`src/hdl/pmsrp_cfg.svh`:
```
// Constants of the supervisor: register map, field positions, reset values and timing
`ifndef PMSRP_CFG_SVH
`define PMSRP_CFG_SVH
`define PMSRP_CLK_MHZ        200
`define PMSRP_REL_DELAY_MS   65
`define PMSRP_REL_CYCLES     (`PMSRP_REL_DELAY_MS * 1000 * `PMSRP_CLK_MHZ)
`define PMSRP_PG_BLANK_NS    1000
`define PMSRP_PG_BLANK_CYC   ((`PMSRP_PG_BLANK_NS * `PMSRP_CLK_MHZ) / 1000)
`define PMSRP_SLEW_CYC       64
`define PMSRP_ADDR_CTRL      12'h000
`define PMSRP_ADDR_CORE      12'h004
`define PMSRP_ADDR_CARD      12'h008
`define PMSRP_ADDR_STATUS    12'h00C
`define PMSRP_ADDR_ID        12'h010
`define PMSRP_CORE_W         5
`define PMSRP_CARD_W         2
`define PMSRP_CORE_DEF       5'h18
`define PMSRP_CARD_DEF       2'h0
`define PMSRP_CTRL_DEF       6'h00
`define PMSRP_ID_VALUE       32'h0000_5A01
`define PMSRP_NRAILS         6
`define PMSRP_CORE_IDX       2
`define PMSRP_CARD_IDX       5
`endif

```
`src/hdl/pmsrp_pkg.sv`:
```
// Types shared by the supervisor modules
package pmsrp_pkg;
    typedef enum logic [1:0] {
        PMSRP_RST_HOLD,
        PMSRP_RST_COUNT,
        PMSRP_RST_OFF
    } pmsrp_rst_e;
    typedef logic [5:0] pmsrp_rails_t;
endpackage : pmsrp_pkg

```
`src/hdl/pmsrp_sync_if.sv`:
```
// Interface carrying synchronised comparator levels between supervisor modules
`timescale 1ns/100ps
interface pmsrp_sync_if;
    logic       lockout;
    logic       vin_hi;
    logic       aon_ok;
    logic       mr_n;
    logic       backup_ok;
    logic       dead_cmp;
    logic       low_cmp;
    logic [5:0] rail_ok;
    logic [5:0] rail_en;
    modport src (output lockout, vin_hi, aon_ok, mr_n, backup_ok, dead_cmp, low_cmp, rail_ok, rail_en);
    modport dst (input  lockout, vin_hi, aon_ok, mr_n, backup_ok, dead_cmp, low_cmp, rail_ok, rail_en);
endinterface : pmsrp_sync_if

```
`src/hdl/pmsrp_sync.sv`:
```
// Two-flop synchronisers for every comparator and pin level entering the block
`timescale 1ns/100ps
module pmsrp_sync (
    input  wire logic hclk,
    input  wire logic hresetn,
    input  wire logic [24:0] raw,
    pmsrp_sync_if.src s
);
    logic [24:0] meta_r;
    logic [24:0] stab_r;
    logic [24:0] meta_nxt;
    logic [24:0] stab_nxt;

    // First stage feeds only the second stage
    always_comb begin
        meta_nxt = raw;
        stab_nxt = meta_r;
    end

    // Reset to safe levels: locked out, no rails; manual reset idle so no false edge follows reset
    always_ff @(posedge hclk or negedge hresetn) begin
        if (!hresetn) begin
            meta_r <= 25'h000_0009;
            stab_r <= 25'h000_0009;
        end else begin
            meta_r <= meta_nxt;
            stab_r <= stab_nxt;
        end
    end

    assign s.lockout   = stab_r[0];
    assign s.vin_hi    = stab_r[1];
    assign s.aon_ok    = stab_r[2];
    assign s.mr_n      = stab_r[3];
    assign s.backup_ok = stab_r[4];
    assign s.dead_cmp  = stab_r[5];
    assign s.low_cmp   = stab_r[6];
    assign s.rail_ok   = stab_r[12:7];
    assign s.rail_en   = stab_r[18:13];
endmodule : pmsrp_sync

```
`src/hdl/pmsrp_pg.sv`:
```
// Power-good aggregation over the six switchable rails with enable and slew masking
`timescale 1ns/100ps
`include "pmsrp_cfg.svh"
module pmsrp_pg #(
    parameter int BLANK = `PMSRP_PG_BLANK_CYC
) (
    input  wire logic       hclk,
    input  wire logic       hresetn,
    pmsrp_sync_if.dst       s,
    input  wire logic       core_slew,
    output logic            pg_good
);
    logic [5:0]  en_d_r;
    logic [5:0]  en_d_nxt;
    logic [15:0] blank_r;
    logic [15:0] blank_nxt;
    logic [5:0]  mask;

    // Blank after any rail turns on so power-good dips even if the comparator is slow
    always_comb begin
        en_d_nxt  = s.rail_en;
        blank_nxt = blank_r;
        if (|(s.rail_en & ~en_d_r)) begin
            blank_nxt = 16'(BLANK);
        end else if (blank_r != 16'h0000) begin
            blank_nxt = blank_r - 16'h0001;
        end
        mask = s.rail_en;
        if (core_slew) begin
            mask[`PMSRP_CORE_IDX] = 1'b0;
        end
        pg_good = !s.lockout && (|s.rail_en) && (blank_r == 16'h0000) && ((s.rail_ok & mask) == mask);
    end

    always_ff @(posedge hclk or negedge hresetn) begin
        if (!hresetn) begin
            en_d_r  <= 6'h00;
            blank_r <= 16'h0000;
        end else begin
            en_d_r  <= en_d_nxt;
            blank_r <= blank_nxt;
        end
    end
endmodule : pmsrp_pg

```
`src/hdl/pmsrp_top.sv`:
```
// Supervisor top: reset timer, manual reset, battery flags, power-good and AHB-Lite registers
// Function
// RL1: In input lockout the functions are disabled and pins undriven; the outputs stay driven while backup is present, flags high and power-good low.
// RL2: Programmed settings survive lockout; only manual reset or bus reset changes them.
// RL3: Reset output low while manual reset low or always-on rail low.
// RL4: With input above 2.4V, reset released 65ms after always-on rail good.
// RL5: Input low at always-on rise, or both together, releases reset immediately.
// RL6: Reset output depends only on always-on rail and manual reset.
// RL7: No backup supply leaves reset, battery flags and power-good undriven.
// RL8: Manual reset asserts reset 65ms, core to 1.3V, card rail off.
// RL9: Dead-battery flag follows the dead-battery comparator.
// RL10: Low-battery flag follows the low-battery comparator.
// RL11: Power-good low while any enabled rail is out of regulation.
// RL12: Always-on rail is excluded from power-good.
// RL13: Core slewing and disabled rails are masked from power-good.
// RL14: Enabling a rail pulls power-good low until it regulates.
// RL15: All six rails disabled forces power-good low.
// RL16: Power-good held low during input lockout.
// RL17: No internal sequencing; each rail follows its own enable.
// RL18: Core code spans 0.7V to 1.475V in 25mV steps, default 1.3V.
// RL19: Card rail setting defaults to off.
// RL20: Release delay is a counter restarted by any reset cause.
// RL21: Long manual reset holds reset, then full delay after release.
//
// The AHB-Lite register port and the placing of the registers are this design's own decisions.
`timescale 1ns/100ps
`include "pmsrp_cfg.svh"
module pmsrp_top
    import pmsrp_pkg::*;
#(
    parameter int unsigned REL_CYCLES = `PMSRP_REL_CYCLES,
    parameter int unsigned PG_BLANK   = `PMSRP_PG_BLANK_CYC,
    parameter int unsigned SLEW_CYC   = `PMSRP_SLEW_CYC
) (
    input  wire logic        hclk,
    input  wire logic        hresetn,
    input  wire logic        hsel,
    input  wire logic [31:0] haddr,
    input  wire logic [1:0]  htrans,
    input  wire logic        hwrite,
    input  wire logic [2:0]  hsize,
    input  wire logic [31:0] hwdata,
    input  wire logic        hready,
    output logic      [31:0] hrdata,
    output logic             hreadyout,
    output logic             hresp,
    input  wire logic        input_lockout,
    input  wire logic        vin_above_2v4,
    input  wire logic        always_on_rail_ok,
    input  wire logic        manual_reset_n,
    input  wire logic        backup_supply,
    input  wire logic        dead_batt_sense,
    input  wire logic        low_batt_sense,
    input  wire logic [5:0]  rail_in_reg,
    input  wire logic [5:0]  rail_enable,
    output logic             reset_out_n_o,
    output logic             reset_out_n_oe,
    output logic             dead_batt_flag_n_o,
    output logic             dead_batt_flag_n_oe,
    output logic             low_batt_flag_n_o,
    output logic             low_batt_flag_n_oe,
    output logic             power_good_o,
    output logic             power_good_oe,
    output logic [4:0]       core_rail_code,
    output logic [1:0]       card_rail_code,
    output logic [5:0]       rail_on
);
    pmsrp_sync_if s ();

    pmsrp_rst_e  rst_st_r;
    pmsrp_rst_e  rst_st_nxt;
    logic [31:0] rel_cnt_r;
    logic [31:0] rel_cnt_nxt;
    logic        mr_seen_r;
    logic        mr_seen_nxt;
    logic        aon_d_r;
    logic        aon_d_nxt;
    logic        rst_n_r;
    logic        rst_n_nxt;
    logic        rst_oe_r;
    logic        rst_oe_nxt;
    logic        db_oe_r;
    logic        db_oe_nxt;
    logic        db_n_r;
    logic        db_n_nxt;
    logic        lb_oe_r;
    logic        lb_oe_nxt;
    logic        lb_n_r;
    logic        lb_n_nxt;
    logic        pg_oe_r;
    logic        pg_oe_nxt;
    logic        pg_good;
    logic [4:0]  core_r;
    logic [4:0]  core_nxt;
    logic [1:0]  card_r;
    logic [1:0]  card_nxt;
    logic [7:0]  slew_r;
    logic [7:0]  slew_nxt;
    logic [5:0]  on_r;
    logic [5:0]  on_nxt;
    logic        mr_d_r;
    logic        mr_d_nxt;
    logic        ph_wr_r;
    logic        ph_wr_nxt;
    logic [11:0] ph_addr_r;
    logic [11:0] ph_addr_nxt;
    logic [31:0] rdata_r;
    logic [31:0] rdata_nxt;
    logic        req;
    logic        mr_cause;
    logic        cause;

    // Every pin and comparator level passes two flops first
    pmsrp_sync u_sync (
        .hclk    (hclk),
        .hresetn (hresetn),
        .raw     ({6'h00, rail_enable, rail_in_reg, low_batt_sense, dead_batt_sense, backup_supply,
                   manual_reset_n, always_on_rail_ok, vin_above_2v4, input_lockout}),
        .s       (s)
    );

    // Power-good sees only the six switchable rails
    pmsrp_pg #(.BLANK(PG_BLANK)) u_pg (
        .hclk      (hclk),
        .hresetn   (hresetn),
        .s         (s),
        .core_slew (slew_r != 8'h00),
        .pg_good   (pg_good)
    );

    // Bus request in the address phase; every reply is one wait-free OKAY
    assign req = hsel && hready && htrans[1];

    // Release timer: held while a cause stands, then counts to terminal
    always_comb begin
        mr_cause    = !s.mr_n;
        cause       = mr_cause || !s.aon_ok; // RL3 RL6
        rst_st_nxt  = rst_st_r;
        rel_cnt_nxt = rel_cnt_r;
        mr_seen_nxt = mr_seen_r || mr_cause;
        aon_d_nxt   = s.aon_ok;
        case (rst_st_r)
            PMSRP_RST_HOLD: begin
                rel_cnt_nxt = 32'h0000_0000; // RL20
                if (!cause) begin
                    // Timer is unpowered in lockout, so an always-on rise then skips it
                    if (!mr_seen_r && (!s.vin_hi || !aon_d_r && s.lockout)) begin
                        rst_st_nxt = PMSRP_RST_OFF; // RL5
                    end else begin
                        rst_st_nxt = PMSRP_RST_COUNT; // RL4 RL21
                    end
                end
            end
            PMSRP_RST_COUNT: begin
                if (cause) begin
                    rst_st_nxt = PMSRP_RST_HOLD; // RL20
                end else if (rel_cnt_r >= REL_CYCLES - 1) begin
                    rst_st_nxt  = PMSRP_RST_OFF; // RL4 RL8
                    mr_seen_nxt = 1'b0;
                end else begin
                    rel_cnt_nxt = rel_cnt_r + 32'h0000_0001;
                end
            end
            PMSRP_RST_OFF: begin
                if (cause) begin
                    rst_st_nxt  = PMSRP_RST_HOLD;
                    mr_seen_nxt = mr_cause;
                end
            end
            default: rst_st_nxt = PMSRP_RST_HOLD;
        endcase
        rst_n_nxt  = (rst_st_nxt == PMSRP_RST_OFF); // RL3
        rst_oe_nxt = s.backup_ok; // RL7
        db_oe_nxt  = s.backup_ok; // RL7
        lb_oe_nxt  = s.backup_ok; // RL7
        pg_oe_nxt  = s.backup_ok; // RL7
        db_n_nxt   = s.lockout || !s.dead_cmp; // RL9 RL1
        lb_n_nxt   = s.lockout || !s.low_cmp; // RL10 RL1
    end

    // Settings, slew mask and bus data phase
    always_comb begin
        mr_d_nxt    = s.mr_n;
        core_nxt    = core_r;
        card_nxt    = card_r;
        slew_nxt    = (slew_r != 8'h00) ? slew_r - 8'h01 : 8'h00;
        on_nxt      = s.lockout ? 6'h00 : s.rail_en; // RL17 RL1
        ph_wr_nxt   = req && hwrite;
        ph_addr_nxt = req ? haddr[11:0] : ph_addr_r;
        rdata_nxt   = 32'h0000_0000;
        // Register writes are refused in lockout, but the stored values are kept
        if (ph_wr_r && !s.lockout) begin
            if (ph_addr_r == `PMSRP_ADDR_CORE) begin
                core_nxt = hwdata[4:0]; // RL18
                if (hwdata[4:0] != core_r) begin
                    slew_nxt = 8'(SLEW_CYC); // RL13
                end
            end else if (ph_addr_r == `PMSRP_ADDR_CARD) begin
                card_nxt = hwdata[1:0];
            end
        end
        if (!s.mr_n && mr_d_r) begin
            core_nxt = `PMSRP_CORE_DEF; // RL8 RL18 RL2
            card_nxt = `PMSRP_CARD_DEF; // RL8 RL19
            slew_nxt = 8'(SLEW_CYC);
        end
        if (req && !hwrite) begin
            if (haddr[11:0] == `PMSRP_ADDR_CTRL) begin
                rdata_nxt = {26'h000_0000, on_r};
            end else if (haddr[11:0] == `PMSRP_ADDR_CORE) begin
                rdata_nxt = {27'h000_0000, core_r};
            end else if (haddr[11:0] == `PMSRP_ADDR_CARD) begin
                rdata_nxt = {30'h0000_0000, card_r};
            end else if (haddr[11:0] == `PMSRP_ADDR_STATUS) begin
                rdata_nxt = {23'h00_0000, s.lockout, s.backup_ok, pg_good, !lb_n_r, !db_n_r,
                             rst_n_r, rst_st_r, slew_r != 8'h00};
            end else if (haddr[11:0] == `PMSRP_ADDR_ID) begin
                rdata_nxt = `PMSRP_ID_VALUE; // Arbitrary identification value
            end else begin
                rdata_nxt = 32'h0000_0000;
            end
        end
    end

    always_ff @(posedge hclk or negedge hresetn) begin
        if (!hresetn) begin
            rst_st_r  <= PMSRP_RST_HOLD;
            rel_cnt_r <= 32'h0000_0000;
            mr_seen_r <= 1'b0;
            aon_d_r   <= 1'b0;
            rst_n_r   <= 1'b0;
            rst_oe_r  <= 1'b0;
            db_oe_r   <= 1'b0;
            db_n_r    <= 1'b1;
            lb_oe_r   <= 1'b0;
            lb_n_r    <= 1'b1;
            pg_oe_r   <= 1'b0;
            core_r    <= `PMSRP_CORE_DEF;
            card_r    <= `PMSRP_CARD_DEF;
            slew_r    <= 8'h00;
            on_r      <= 6'h00;
            mr_d_r    <= 1'b1;
            ph_wr_r   <= 1'b0;
            ph_addr_r <= 12'h000;
            rdata_r   <= 32'h0000_0000;
        end else begin
            rst_st_r  <= rst_st_nxt;
            rel_cnt_r <= rel_cnt_nxt;
            mr_seen_r <= mr_seen_nxt;
            aon_d_r   <= aon_d_nxt;
            rst_n_r   <= rst_n_nxt;
            rst_oe_r  <= rst_oe_nxt;
            db_oe_r   <= db_oe_nxt;
            db_n_r    <= db_n_nxt;
            lb_oe_r   <= lb_oe_nxt;
            lb_n_r    <= lb_n_nxt;
            pg_oe_r   <= pg_oe_nxt;
            core_r    <= core_nxt;
            card_r    <= card_nxt;
            slew_r    <= slew_nxt;
            on_r      <= on_nxt;
            mr_d_r    <= mr_d_nxt;
            ph_wr_r   <= ph_wr_nxt;
            ph_addr_r <= ph_addr_nxt;
            rdata_r   <= rdata_nxt;
        end
    end

    // Open-drain power-good: drive low when not good and backup is present, release otherwise
    logic pg_drv_r;
    always_ff @(posedge hclk or negedge hresetn) begin
        if (!hresetn) begin
            pg_drv_r <= 1'b0;
        end else begin
            pg_drv_r <= pg_oe_nxt && !pg_good; // RL11 RL12 RL14 RL15 RL16
        end
    end

    assign hrdata              = rdata_r;
    assign hreadyout           = 1'b1;
    assign hresp               = 1'b0;
    assign reset_out_n_o       = rst_n_r;
    assign reset_out_n_oe      = rst_oe_r;
    assign dead_batt_flag_n_o  = db_n_r;
    assign dead_batt_flag_n_oe = db_oe_r;
    assign low_batt_flag_n_o   = lb_n_r;
    assign low_batt_flag_n_oe  = lb_oe_r;
    assign power_good_o        = 1'b0;
    assign power_good_oe       = pg_drv_r;
    assign core_rail_code      = core_r;
    assign card_rail_code      = card_r;
    assign rail_on             = on_r;
endmodule : pmsrp_top

```
`config.mk`:
```
export PLATFORM = sky130hd
export DESIGN_NAME = pmsrp_top
export DESIGN_NICKNAME = d
export VERILOG_FILES = /design/src/hdl/pmsrp_pkg.sv /design/src/hdl/pmsrp_sync_if.sv /design/src/hdl/pmsrp_sync.sv /design/src/hdl/pmsrp_pg.sv /design/src/hdl/pmsrp_top.sv
export VERILOG_INCLUDE_DIRS = /design/src /design/src/hdl
export SDC_FILE = /design/constraint.sdc
export NUM_CORES = 1
export LEC_CHECK = 0
export BUFFER_PORTS_ARGS = -buffer_cell sky130_fd_sc_hd__buf_4
export CAP_MARGIN = 20
export CORE_UTILIZATION = 54
export DETAILED_ROUTE_END_ITERATION = 6
export GPL_TIMING_DRIVEN = 0
export PLACE_DENSITY = 0.78
export SLEW_MARGIN = 20
export SYNTH_ARGS = -nofsm -noshare
export SYNTH_HDL_FRONTEND = slang
export SYNTH_SLANG_ARGS = --single-unit
```
`constraint.sdc`:
```
create_clock -name hclk -period 2.6 [get_ports hclk]
set_input_delay 0.52 -clock hclk [delete_from_list [all_inputs] [get_ports hclk]]
set_output_delay 0.52 -clock hclk [all_outputs]
set_load 0.01 [all_outputs]
```
==> flow_summary.toml <==
[power_and_ir_drop]
power.density_nw_per_um2 = 732.3
p_sw_uw = 1572
switching_share = 0.2734
p_leak_uw = 0.003661
pwr-share-clk = 0.405
pwr-share-seq = 0.451
irDropWorstVdd_mv = 0.5918
intPower_uw = 4177
p_comb_frac = 0.144

[routing]
drc = 0
via_per_inst = 5.527
vias = 4692
wl_met3_um = 724
wirelength_um = 13570
wl_per_cell_um = 15.98
dr.pass1.iters = 5
highest_layer = "met4"
initialDrtViolationCount = 436
ant_nets = 0
wl_met1_um = 5863
met2WireLength_um = 6722

[cells_and_area]
fin_util = 0.6847
area_growth_pct = 23.02
fin_cells = 849
drive_gt1_frac = 0.2564
diodes = 0
fin_nets = 795
fillers = 832

[placement]
place.gp.congestion = 0.9102
dp_cells = 815
numPortBuffers = 74
hpwl_um = 9493

[floorplan]
die_h_um = 110.7
rows = 39
die_area_um2 = 12260
io_pins = 148
core-area_um2 = 11470
die_x_um = 110.7
initial_core_util = 0.5566

[critical_path]
cp.arrival_ps = 2820
critPathRequiredTime_ps = 2940
start_kind = "register"
crit_path_max_fanout = 10
crit_path_end_kind = "register"
crit_type = "reg -> reg"

[timing]
min_period_over_period = 0.9519
finalSetupViolCount = 0
finalMaxSlewViolations = 0
tightest_slew_ps = 918.7
fmax_ghz = 0.4041
fin_crit_ps = 2475
rsz0062_at_grt = "yes"
finClkSkew_ps = 13.42
slew_headroom = 0.3819
hold_viol = 0

[hold_path]
min_path_type = "in -> async"

[synthesis]
yosys.area_share.simple = 0.1823
syn_inst = 577
yosys.area.top_type = "dfrtp_1"
synthAdderAreaFrac = 0.01568
synth_top_area_frac = 0.5371
synth_warnings = 0
syn_area_um2 = 6382
syn_avg_cell_area_um2 = 11.06
synthXorXnorAreaFrac = 0.02470
synth_commonest_cells = "137 x dfrtp_1, 45 x nor2_1, 30 x nand2_1"
synthTopCellsByArea = "dfrtp_1 54%, dfstp_2 3.7%, buf_4 3.3%"
synth-compound-area-share = 0.1025
ys_seq_elements = 146
synth_mux_area_frac = 0.03999
seq_area_frac_synth = 0.5742
synth_ff_type = "dfrtp_1"
synthArstFlopShare = 1.000
post-synth-top-count-cell = "dfrtp_1"
synth_edf_count = 0
synth_cell_types = 57
synth_top_family_by_area = "simple AND/OR/NAND/NOR gates"

[global_route]
track_usage = 0.2418
grt_max_degree = 81
antenna_found_initial = 0
grt_pass1_wl_um = 23330
first_global_vias = 4803
overflow = 0

[clock_tree]
clk_pin_slew_ps = 60
cts.path.max_buffers = 2
cts.sinks = 146
numCtsBuffers = 17
clk-insertion-delay-late_ps = 420
htreeDepth = 4
cts-root-buf = "clkbuf_16"
tritoncts = "yes"

[run_status]
outcome = "finished clean"

[job]
drv_cap = 0
## worst paths after layout
kind                                       start  cells past startpoint           endpoint  slack [ps]
worst max-delay path             u_pg.blank_r[0]                      9   u_pg.blank_r[13]         130
worst min-delay path                     hresetn                      1       ph_addr_r[5]          60
worst max register to register   u_pg.blank_r[0]                      9   u_pg.blank_r[13]         130
worst min register to register  u_sync.meta_r[7]                      0   u_sync.stab_r[7]         340
max in group asynchronous                hresetn                      2  core_rail_code[3]        1780
min in group hclk                 rail_in_reg[1]                      1   u_sync.meta_r[8]         200
## metrics by stage
step | cell area [µm²] | setup TNS [ps] | total power [µW] | worst slack, ps | hold WS (ps)
6_report | 7851 | 0 | 5749 | 125.1 | 58.10
2_1_floorplan | 6457 | 0 | 3133 | 363.5 | 224.4
3_5_place_dp | 7233 | -33.81 | 3444 | -17.56 | 335.7
5_1_grt | 7851 | -121.3 | 6029 | -31.49 | 76.54
4_1_cts | 7810 | 0 | 5788 | 11.97 | 53.28
3_3_place_gp | 7192 | 0 | 3378 | 57.99 | 333.0
## state kept, by name, indices dropped and copies added, names as in the netlist, 2 cells and up
signal / flops
hrdata: 10
rst_st_r: 2
u_pg.blank_r: 16
ph_addr_r: 12
u_sync.meta_r: 19
u_sync.stab_r: 19
u_pg.en_d_r: 6
rail_on: 6
rel_cnt_r: 32
core_rail_code: 5
slew_r: 8
card_rail_code: 2
## worst max-delay path, stage by stage (launching register included)
cell and delay, ps:
dfrtp_1 390, inv_1 100, ha_1 200, or3b_2 520
or3_1 320, clkbuf_1 210, o21bai_1 200, clkbuf_4 210
o31ai_1 80, a21oi_1 150
## cell usage in the layout, fill, tap and decap left out, types with 5 or more instances in the layout
master | Yosys | layout
a21oi_2 | 6 | 6
and2_1 | 14 | 14
and3_1 | 5 | 5
a21oi_1 | 26 | 26
mux2i_1 | 12 | 12
xor2_1 | 9 | 9
nand3_1 | 21 | 21
nor4_1 | 10 | 9
clkbuf_16 | 0 | 17
nand4_1 | 11 | 11
o21ai_1 | 5 | 5
nor2b_1 | 9 | 9
o31ai_1 | 8 | 8
or4_1 | 12 | 12
conb_1 | 2 | 22
inv_1 | 20 | 20
mux2_2 | 12 | 12
nor3_1 | 9 | 9
o21ai_0 | 21 | 21
dfstp_2 | 9 | 9
dfrtp_1 | 137 | 137
xnor2_1 | 9 | 9
clkbuf_1 | 13 | 13
nand2_1 | 30 | 30
buf_4 | 28 | 105
ha_1 | 8 | 8
or3_1 | 27 | 27
nor2_1 | 45 | 44
nand2b_1 | 5 | 5
o22ai_1 | 5 | 5
## power groups by stage
stage | combinational [µW] | sequential (µW) | clock, µW
after floorplan | 548 | 2590 | 0
after global placement | 766 | 2610 | 0
after detailed placement | 817 | 2630 | 0
after CTS | 826 | 2590 | 2370
after global routing | 936 | 2620 | 2470
final | 827 | 2590 | 2330
## routing by layer
layer | vias up | global-route usage
li1 | 2241 | -
met1 | 2272 | 0.3083
met2 | 157 | 0.3934
met3 | 22 | 0.06069
met4 | 0 | 0.1040
met5 | - | 0
## timing repair
| item | in CTS | in global routing |
|---|---|---|
| gates cloned | 0 | 0 |
| endpoints found under the setup margin | 2 | 16 |
| pin swaps | 0 | 1 |
| resized for setup | 2 | 5 |
| setup buffers | 0 | 4 |
| hold buffers | 0 | 0 |
## cell families after synthesis
family / after synthesis
simple gates: 214
fa+ha+maj: 8
mux: 24
compound gates: 99
flops: 146
buf+inv: 66
other cells: 2
xor+xnor: 18
## cell type report
class	instances	area (µm²)	area share
Clock inverter	13	138.9	0.01769
Buffer	45	304.0	0.03873
Multi-Input combinational cell	385	2440	0.3108
Inverter	20	75.07	0.009562
Tap cell	143	178.9	0.02279
Timing Repair Buffer	79	620.6	0.07904
Clock buffer	18	429.2	0.05466
Sequential cell	146	3665	0.4668
Note: power is estimated with default switching activity, not from simulation.
